[config.mk]
export PLATFORM = sky130hd
export DESIGN_NAME = acs_control_status
export DESIGN_NICKNAME = d
export VERILOG_FILES = /design/src/shared/acs_pkg.sv /design/src/verilog/acs_control_status.sv /design/src/verilog/acs_flag_bank.sv
export SDC_FILE = /design/constraint.sdc
export NUM_CORES = 1
export LEC_CHECK = 0
export BUFFER_PORTS_ARGS = -buffer_cell sky130_fd_sc_hd__buf_2
export CORE_ASPECT_RATIO = 1.75
export CORE_MARGIN = 2
export CORE_UTILIZATION = 49
export DETAILED_ROUTE_END_ITERATION = 6
export PLACE_DENSITY_LB_ADDON = 0.15
export SYNTH_ARGS = -nofsm -noshare
export SYNTH_HDL_FRONTEND = slang
export SYNTH_SLANG_ARGS = --single-unit
[constraint.sdc]
create_clock -name clk_sys -period 2.9 [get_ports clk_sys]
set_input_delay 0.29 -clock clk_sys [delete_from_list [all_inputs] [get_ports clk_sys]]
set_output_delay 0.29 -clock clk_sys [all_outputs]
set_load 0.005 [all_outputs]
[src/shared/acs_pkg.sv]
// acs_pkg: register map, field layout, reset values and carrier structs
// of the cipher dma control and status block.
// assumes a byte-addressed register port with one aligned word per register.

package acs_pkg;

    // ------------------------------------------------------------------
    // register port geometry
    // ------------------------------------------------------------------
    localparam int ACS_ADDR_W = 8;
    localparam int ACS_DATA_W = 32;
    localparam int ACS_KEY_WORDS = 4;
    localparam int ACS_KEY_W = 128;
    localparam int ACS_FLAG_W = 6;
    localparam int ACS_SRC_W = 3;

    // ------------------------------------------------------------------
    // register offsets (byte addresses)
    // ------------------------------------------------------------------
    localparam logic [7:0] ACS_OFS_START = 8'h4c;
    localparam logic [7:0] ACS_OFS_STATUS = 8'h50;
    localparam logic [7:0] ACS_OFS_KEY0 = 8'h54;
    localparam logic [7:0] ACS_OFS_KEY3 = 8'h60;
    localparam logic [7:0] ACS_OFS_IRQ_EN = 8'h64;
    localparam logic [7:0] ACS_OFS_IRQ_STAT = 8'h68;
    localparam logic [7:0] ACS_OFS_IRQ_CLR = 8'h6c;
    localparam logic [7:0] ACS_OFS_SRC_SEL = 8'h70;

    // ------------------------------------------------------------------
    // field positions
    // ------------------------------------------------------------------
    localparam int ACS_BIT_START = 0;
    localparam int ACS_BIT_DONE = 0;
    localparam int ACS_BIT_TAG_FAIL = 1;
    localparam int ACS_BIT_OVERFLOW = 2;
    localparam int ACS_BIT_CONFLICT = 3;
    localparam int ACS_BIT_EMPTY = 4;
    localparam int ACS_BIT_FULL = 5;

    // ------------------------------------------------------------------
    // reset values and source port codes
    // ------------------------------------------------------------------
    localparam logic [5:0] ACS_STATUS_RST = 6'h10;
    localparam logic [5:0] ACS_IRQ_RST = 6'h00;
    localparam logic [2:0] ACS_SRC_SCRATCH = 3'h0;
    localparam logic [2:0] ACS_SRC_RX0 = 3'h1;
    localparam logic [2:0] ACS_SRC_RX1 = 3'h2;
    localparam logic [2:0] ACS_SRC_TX = 3'h3;

    // ------------------------------------------------------------------
    // carrier structs
    // ------------------------------------------------------------------
    typedef struct packed {
        logic [7:0] addr;
        logic [31:0] wdata;
        logic wr;
        logic rd;
    } acs_bus_req_s;

    typedef struct packed {
        logic started;
        logic done;
        logic tag_fail;
        logic overflow;
        logic conflict;
        logic ram_empty;
        logic ram_full;
    } acs_engine_ev_s;

    typedef struct packed {
        logic scratch;
        logic rx0;
        logic rx1;
        logic tx;
        logic unused;
    } acs_src_sel_s;

    typedef struct packed {
        logic start;
        logic [3:0][31:0] key;
        logic [5:0] irq_en;
        logic [2:0] src_code;
        logic ram_empty_d;
        logic ram_full_d;
        logic [31:0] rdata;
    } acs_state_s;

endpackage

[src/verilog/acs_control_status.sv]
// acs_control_status: software-facing start, status, key and interrupt
// logic of the cipher dma engine.
// assumes the cipher engine and the register port run on clk_sys, so
// engine events and bus strobes need no synchroniser.

`timescale 1ns/100ps
`default_nettype none

module acs_control_status #(
    parameter int KEY_WORDS = 4
) (
    // clock and reset
    input wire logic clk_sys,
    input wire logic reset,
    // register port
    input wire acs_pkg::acs_bus_req_s bus_req,
    output logic [31:0] bus_rdata,
    // cipher engine
    input wire acs_pkg::acs_engine_ev_s engine_ev,
    output logic start_req,
    output logic [127:0] cipher_key,
    output acs_pkg::acs_src_sel_s source_port_select,
    // status view and interrupt
    output logic [5:0] cipher_status_reg,
    output logic irq
);
    import acs_pkg::*;

    // ------------------------------------------------------------------
    // elaboration checks
    // ------------------------------------------------------------------
    if (KEY_WORDS != ACS_KEY_WORDS) begin : g_key_chk
        $error("acs_control_status: only a four word key is supported");
    end

    // ------------------------------------------------------------------
    // decode helpers
    // ------------------------------------------------------------------

    // key word index of an address, valid only when is_key_addr holds
    function automatic logic [1:0] key_index(input logic [7:0] addr);
        logic [7:0] delta;
        delta = addr - ACS_OFS_KEY0;
        key_index = delta[3:2];
    endfunction

    function automatic logic is_key_addr(input logic [7:0] addr);
        is_key_addr = (addr >= ACS_OFS_KEY0) && (addr <= ACS_OFS_KEY3) &&
                      (addr[1:0] == 2'b00);
    endfunction

    // one-hot view of a source port code; codes above tx are unused
    function automatic acs_src_sel_s src_decode(input logic [2:0] code);
        acs_src_sel_s sel;
        sel = '0;
        unique case (code)
            ACS_SRC_SCRATCH: begin
                sel.scratch = 1'b1;
            end
            ACS_SRC_RX0: begin
                sel.rx0 = 1'b1;
            end
            ACS_SRC_RX1: begin
                sel.rx1 = 1'b1;
            end
            ACS_SRC_TX: begin
                sel.tx = 1'b1;
            end
            default: begin
                sel.unused = 1'b1;
            end
        endcase
        src_decode = sel;
    endfunction

    // ------------------------------------------------------------------
    // state
    // ------------------------------------------------------------------
    acs_state_s state_r;
    acs_state_s state_nxt;

    logic wr_start;
    logic wr_status;
    logic wr_key;
    logic wr_irq_en;
    logic wr_irq_clr;
    logic wr_src;
    logic [5:0] status_set;
    logic [5:0] status_clr;
    logic [5:0] status_flags;
    logic [5:0] irq_set;
    logic [5:0] irq_clr;
    logic [5:0] irq_flags;
    logic [31:0] read_mux;

    // ------------------------------------------------------------------
    // write decode
    // ------------------------------------------------------------------
    assign wr_start = bus_req.wr && (bus_req.addr == ACS_OFS_START);
    assign wr_status = bus_req.wr && (bus_req.addr == ACS_OFS_STATUS);
    assign wr_key = bus_req.wr && is_key_addr(bus_req.addr);
    assign wr_irq_en = bus_req.wr && (bus_req.addr == ACS_OFS_IRQ_EN);
    assign wr_irq_clr = bus_req.wr && (bus_req.addr == ACS_OFS_IRQ_CLR);
    assign wr_src = bus_req.wr && (bus_req.addr == ACS_OFS_SRC_SEL);

    // ------------------------------------------------------------------
    // status flag events
    // ------------------------------------------------------------------
    always_comb begin
        status_set = '0;
        status_set[ACS_BIT_DONE] = engine_ev.done;
        status_set[ACS_BIT_TAG_FAIL] = engine_ev.tag_fail;
        status_set[ACS_BIT_OVERFLOW] = engine_ev.overflow;
        status_set[ACS_BIT_CONFLICT] = engine_ev.conflict;
        // empty and full are levels: the flag re-arms while they hold
        status_set[ACS_BIT_EMPTY] = engine_ev.ram_empty;
        status_set[ACS_BIT_FULL] = engine_ev.ram_full;
    end

    // only ones written clear a flag; zeros leave it alone
    assign status_clr = wr_status ? bus_req.wdata[5:0] : 6'h00;

    acs_flag_bank #(
        .WIDTH(ACS_FLAG_W),
        .RESET_VAL(ACS_STATUS_RST)
    ) u_status_bank (
        .clk_sys(clk_sys),
        .reset(reset),
        .set(status_set),
        .clear(status_clr),
        .flags(status_flags)
    );

    // ------------------------------------------------------------------
    // interrupt flags
    // ------------------------------------------------------------------
    // ram levels raise an interrupt only on their rising edge, so that a
    // persistent empty ram does not make the interrupt uncleanable
    always_comb begin
        irq_set = status_set;
        irq_set[ACS_BIT_EMPTY] = engine_ev.ram_empty && !state_r.ram_empty_d;
        irq_set[ACS_BIT_FULL] = engine_ev.ram_full && !state_r.ram_full_d;
    end

    assign irq_clr = wr_irq_clr ? bus_req.wdata[5:0] : 6'h00;

    acs_flag_bank #(
        .WIDTH(ACS_FLAG_W),
        .RESET_VAL(ACS_IRQ_RST)
    ) u_irq_bank (
        .clk_sys(clk_sys),
        .reset(reset),
        .set(irq_set),
        .clear(irq_clr),
        .flags(irq_flags)
    );

    // ------------------------------------------------------------------
    // read multiplexer
    // ------------------------------------------------------------------
    always_comb begin
        read_mux = 32'h0000_0000;
        if (is_key_addr(bus_req.addr)) begin
            read_mux = state_r.key[key_index(bus_req.addr)];
        end else begin
            unique case (bus_req.addr)
                ACS_OFS_START: begin
                    read_mux[ACS_BIT_START] = state_r.start;
                end
                ACS_OFS_STATUS: begin
                    read_mux[5:0] = status_flags;
                end
                ACS_OFS_IRQ_EN: begin
                    read_mux[5:0] = state_r.irq_en;
                end
                ACS_OFS_IRQ_STAT: begin
                    read_mux[5:0] = irq_flags;
                end
                ACS_OFS_SRC_SEL: begin
                    read_mux[2:0] = state_r.src_code;
                end
                default: begin
                    // unmapped and write-only offsets read as zero
                    read_mux = 32'h0000_0000;
                end
            endcase
        end
    end

    // ------------------------------------------------------------------
    // next state
    // ------------------------------------------------------------------
    always_comb begin
        state_nxt = state_r;

        // the engine drops the request once it has begun; a new write
        // of one in that same cycle still wins and relaunches
        if (engine_ev.started) begin
            state_nxt.start = 1'b0;
        end
        if (wr_start && bus_req.wdata[ACS_BIT_START]) begin
            state_nxt.start = 1'b1;
        end

        if (wr_key) begin
            state_nxt.key[key_index(bus_req.addr)] = bus_req.wdata;
        end

        if (wr_irq_en) begin
            state_nxt.irq_en = bus_req.wdata[5:0];
        end

        if (wr_src) begin
            state_nxt.src_code = bus_req.wdata[2:0];
        end

        state_nxt.ram_empty_d = engine_ev.ram_empty;
        state_nxt.ram_full_d = engine_ev.ram_full;

        // read data stands for exactly one cycle after the strobe
        state_nxt.rdata = bus_req.rd ? read_mux : 32'h0000_0000;
    end

    // ------------------------------------------------------------------
    // state register
    // ------------------------------------------------------------------
    always_ff @(posedge clk_sys) begin
        if (reset) begin
            state_r <= '0;
        end else begin
            state_r <= state_nxt;
        end
    end

    // ------------------------------------------------------------------
    // outputs
    // ------------------------------------------------------------------
    assign bus_rdata = state_r.rdata;
    assign start_req = state_r.start;
    assign cipher_key = state_r.key;
    assign source_port_select = src_decode(state_r.src_code);
    assign cipher_status_reg = status_flags;
    assign irq = |(irq_flags & state_r.irq_en);

endmodule

`default_nettype wire

[src/verilog/acs_flag_bank.sv]
// acs_flag_bank: a bank of sticky flags, set by hardware, cleared by
// writing one. assumes set and clear come from logic on clk_sys.

`timescale 1ns/100ps
`default_nettype none

module acs_flag_bank #(
    parameter int WIDTH = 6,
    parameter logic [WIDTH-1:0] RESET_VAL = '0
) (
    // clock and reset
    input wire logic clk_sys,
    input wire logic reset,
    // flag control
    input wire logic [WIDTH-1:0] set,
    input wire logic [WIDTH-1:0] clear,
    // flag state
    output logic [WIDTH-1:0] flags
);
    import acs_pkg::*;

    typedef struct packed {
        logic [WIDTH-1:0] flags;
    } acs_bank_s;

    acs_bank_s state_r;
    acs_bank_s state_nxt;

    if (WIDTH < 1) begin : g_width_chk
        $error("acs_flag_bank: WIDTH must be at least one");
    end

    // an event in the clearing cycle survives: set is applied last
    always_comb begin
        state_nxt = state_r;
        state_nxt.flags = (state_r.flags & ~clear) | set;
    end

    always_ff @(posedge clk_sys) begin
        if (reset) begin
            state_r <= '{flags: RESET_VAL};
        end else begin
            state_r <= state_nxt;
        end
    end

    assign flags = state_r.flags;

endmodule

`default_nettype wire
* Word level (Yosys, flattened, before mapping)
Index checks and enable logic that the tools add are counted.
** Storage, ports and cells
- Bits in registers :: 184
- Bits in latches :: 0
- RAM bits :: 0
- Memory bits (read-only) :: 0
- Output and inout bits :: 173
- Word-level logic and storage cells :: 75
- Memories :: 0
** Operators by class
- Add/sub/neg operators :: 1
- Multipliers :: 0
- Div/mod/pow operators :: 0
- $lt $le $gt $ge :: 4
- Equality and inequality tests :: 9
- Shifts and indexed selects :: 0
- Multiplexer cells :: 18
- Bitwise logic cells :: 9
- Reduce and logical (&&, ||, !) cells :: 21
** Operators with widths (number)
- $bwmux W128 :: 1
- $bmux W32 S2 :: 1
- $demux W32 S2 :: 1
- $mux W32 :: 2
- $eq A8 B7 Y1 const B :: 6
- $and A6 B6 Y6 :: 3
- $mux W6 :: 3
- $logic_and A1 B1 Y1 :: 12
- $not A6 Y6 :: 2
- $or A6 B6 Y6 :: 2
- $pmux W3 S3 :: 1
- $ge A8 B7 Y1 const B :: 1
- $le A8 B7 Y1 const B :: 1
- $pmux W2 S4 :: 1
- $mux W1 :: 7
- $eq A3 B2 Y1 const B :: 2
- $reduce_or A6 Y1 :: 1
- $pmux W1 S5 :: 1
- $reduce_or A4 Y1 :: 1
- $sub A4 B3 Y4 const B :: 1
- $eq A3 B1 Y1 const B :: 1
- $logic_not A3 Y1 :: 1
- $lt A2 B3 Y1 const B :: 1
- $reduce_or A3 Y1 :: 1
- 6 further kinds :: 8

* Depth between registers and ports, before layout
- Depth in word-level cells :: 6
- Mapped depth :: 11
- Mapped depth without buffers :: 6

* Modules after synthesis
A second synthesis with hierarchy kept.
** Unflattened totals
- Cells, all modules :: 1026
- Area total of the unflattened synthesis :: 9252.6 um^2
** Modules (own cells, without submodules)
- acs_control_status :: times used 1, cells each 978, area each 8752.1 um^2, seq. area each 3443.3 um^2
- acs_flag_bank (u_irq_bank) :: times used 1, cells each 24, area each 255.2 um^2, seq. area each 120.1 um^2
- acs_flag_bank (u_status_bank) :: times used 1, cells each 24, area each 245.2 um^2, seq. area each 120.1 um^2

* Worst setup path before layout
Ideal clock, no wire load.
- Kind :: input port to flip-flop
- Start :: in bus_req[36] (netlist name)
- End :: reg state_r (netlist bit bus_rdata[21])
- Setup time :: 128 ps
- Arrival time :: 2586 ps
- Required time :: 2772 ps
- Setup slack :: 186 ps
- Stages on the path :: 10
- Path buffers :: 6
- Cell sequence :: buf_2 -> buf_2 -> buf_2 -> inv_1 -> ha_1 -> buf_2 -> buf_2 -> buf_1 -> mux4_2 -> nor2b_1
** On the way
- Longest elaborated chain between the ends :: 5
- Elaborated cells on any way between the ends :: 9
** Ends and longest elaborated chain
- start: declaration :: RTL line acs_control_status.sv:16 : input wire acs_pkg::acs_bus_req_s bus_req,
- $ge A8 B7 Y1 or $le A8 B7 Y1 (tied branches) :: RTL line acs_control_status.sv:48 : is_key_addr = (addr >= ACS_OFS_KEY0) && (addr <= ACS_OFS_KEY3) &&
- $logic_and A1 B1 Y1 (2 in a row) :: RTL line acs_control_status.sv:48
- $not A1 Y1 (no line)
- $reduce_or A3 Y1 (no line)
- end signal: assignment :: RTL line acs_control_status.sv:231 : state_r <= state_nxt;
- end: declaration :: RTL line acs_control_status.sv:79 : acs_state_s state_r;
Several ways; a longest one is shown, not always the timed one. The select of a mux whose other input is x is not followed.
A chain may end at the register's enable or synchronous reset.

* Final worst setup path
- Start :: in bus_req[41] (netlist name)
- End :: reg state_r[42] (netlist name)
** On the way
- Longest elaborated chain between the ends :: 2
** Ends and longest elaborated chain
- $eq A8 B7 Y1 :: RTL line acs_control_status.sv:102 : assign wr_irq_en = bus_req.wr && (bus_req.addr == ACS_OFS_IRQ_EN);
- $logic_and A1 B1 Y1 :: RTL line acs_control_status.sv:102
No other way between the ends.

==> out/metrics.yaml <==
status: "complete, no violations"
yosysSeqAreaShare: 0.400
rsz0062_at_grt: "false"
whs_ps: 80.4
path_delay_family: "simple AND/OR/NAND/NOR gates"
pwr-share-clk: 0.438
peakVddDrop_uv: 371
wl_per_cell_um: 18.2
gr-total-overflow: 0
post_cts_buffers: 0
cts_hold_buf: 0
global_route.usage.total: 0.217
max_stage_delay_ps: 750
dp_cells: 1149
synth-compound-area-share: 0.0315
drive_above_1_share: 0.332
final_cell_mix: "buf_2 (222), dfxtp_1 (184), nand2b_1 (165)"
hold_path_class: "in2reg"
drtIter0Drc: 237
clock_path_buffers: 2
tns_ps: 0
multiInputGateArea_mm2: 0.00403
post-route-period-util: 0.562
synth_xor_area_frac: 0
critPathMaxFanout: 8
cts_sinks: 184
path_clk_slew_ps: 70
start_util: 0.497
power.share.switching: 0.249
synthAdderAreaFrac: 0.00544
synthArstFlopShare: 0
finalSetupViolCount: 0
crit_type: "in2reg"
grt_pass1_wl_um: 32800
cp.buffers_inverters: 1
muxShareOfSynthArea: 0.232
ctsResizeCount: 0
p_sw_uw: 1260
die_w_um: 108
synth_top_family_by_area: "multiplexers"
dr.pass1.iters: 4
worstPathRequired_ps: 3210
final_nets: 985
area_delta_synth_final_pct: 7.78
cts_buffers: 17
place_congestion: 0.810
synth_flop_cell: "dfxtp_1"
synth_edf_count: 0
synth_area_mm2: 0.00920
slew_viol_final: 0
antenna_found_initial: 3
hp-start: "engine_ev[1]"
num_rows: 66
synth_nets: 936
htree_levels: 4
startpoint: "bus_req[41]"
die_area_mm2: 0.0199
cts_tree: "yes"
place_hpwl_um: 14900
p_comb_frac: 0.059
postRouteAntennaNets: 0
netlist_instances: 881
critPathArrivalTime_ps: 1940
timing.final.crit_period_ps: 1630
yosysWarnings: 0
hold_viol: 0
port_buffers: 223
p_int_uw: 3810
finClkSkew_ps: 9.07
slew_headroom: 0.696
start_kind: "input pin"
clk_latency_ps: 440
tightestPinTransition_ps: 454
ios: 224
power_density_mw_per_mm2: 512
fmax_mhz: 614
reg2reg_from: "cipher_key[4]"
leakage_uw: 0.00476
vias: 5998
route.detailed.drc: 0
yosys.area_share.simple: 0.168
crit_chain: "buf_2 -> or4b_1 -> nor3_4 -> mux2i_1 -> nor2_1"
die_h_um: 185
cp_slowest_cell: "or4b_1"
grt_max_degree: 113
ys_ff_latch: 184
syn_avg_cell_area_um2: 10.4
drt-vias-per-instance: 5.07
cts-root-buf: "clkbuf_16"
final_cells: 1184
p_seq_frac: 0.503
n_fill_cell: 1724
layout_commonest_cell: "buf_2"
synth.distinct_cells: 37
core_mm2: 0.0185
drv_cap: 0
drt_wl_total_um: 21500
end_kind: "flip-flop"
grt_pass1_vias: 5875
regArea_mm2: 0.00368
metrics by stage:
step / setup WS (ps) / instance area [um2] / total power (uW) / utilization
after floorplan: 186 / 9200 / 2800 / -
after global placement: 849 / 9350 / 2910 / 0.505
after detailed placement: 823 / 9350 / 2910 / 0.505
after CTS: 1280 / 9910 / 5140 / 0.536
after global routing: 1150 / 9920 / 5250 / 0.536
final: 1270 / 9920 / 5070 / 0.536
power by group through the flow:
stage                     logic (uW)  clock network (uW)  registers [uW]
after floorplan                  196                   0            2610
after global placement           301                   0            2610
after detailed placement         302                   0            2610
after CTS                        303                2280            2550
after global routing             325                2370            2550
final                            299                2220            2550
area by class of cell:
type,count,area share
Sequential cell,184,0.371
Inverter,16,0.00606
Clock buffer,18,0.0433
Tap cell,238,0.0300
Timing Repair Buffer,243,0.129
Multi-Input combinational cell,468,0.406
Clock inverter,14,0.0134
Antenna cell,3,0.000757
kinds of logic (layout without fill, tap and decap cells):
family | Yosys count | after routing
muxes | 173 | 173
AOI/OAI and AO/OA | 41 | 41
buffers and inverters | 229 | 291
DFF | 184 | 184
other | 0 | 3
adders and majority gates | 4 | 4
and+or+nand+nor | 250 | 250
worst paths after layout:
kind | end | slack (ps) | depth (start not counted)
max reg2reg | bus_rdata[4] | 1760 | 3
max | state_r[42] | 1270 | 5
min reg2reg | cipher_key[104] | 490 | 2
min | u_status_bank.flags[4] | 80 | 2
state kept, by name (all words and copies together), names as in the netlist:
register             flops
u_status_bank.flags      6
state_r                 11
bus_rdata               32
u_irq_bank.flags         6
cipher_key             128
start_req                1
Yosys cell counts (2+ instances only):
cell,n,share of area
nor3_2,2,0.0022
nand3_1,4,0.0022
o21ai_0,4,0.0022
mux4_2,32,0.078
nor3_1,2,0.0011
clkbuf_1,29,0.012
and4_1,2,0.0019
inv_1,16,0.0065
a311oi_1,5,0.0048
buf_2,20,0.011
dfxtp_1,184,0.40
nor3b_1,2,0.0016
mux2i_1,141,0.15
buf_4,162,0.13
ha_1,4,0.0054
nor2b_1,30,0.020
nand2_1,6,0.0024
o22a_1,2,0.0019
nor2_1,21,0.0086
nand2b_1,165,0.11
o22ai_1,6,0.0041
nand4_1,9,0.0061
a22oi_1,10,0.0082
a2bb2oi_1,4,0.0038
a21oi_1,7,0.0038
per-layer routing:
metal	global-route usage	part of all wire	vias to the layer above	wire length, um
met3	0.0415	0.048	24	1040
li1	-	-	2920	-
met2	0.393	0.54	168	11600
met4	0.0851	0.022	0	475
met5	0	0	-	0
met1	0.249	0.39	2886	8430
worst reg2reg max path: stages (launching register included):
cell and delay (ps):
dfxtp_1 330, mux4_2 480, inv_1 130, o22ai_1 90
No activity file was read; power rests on OpenSTA's default activity.
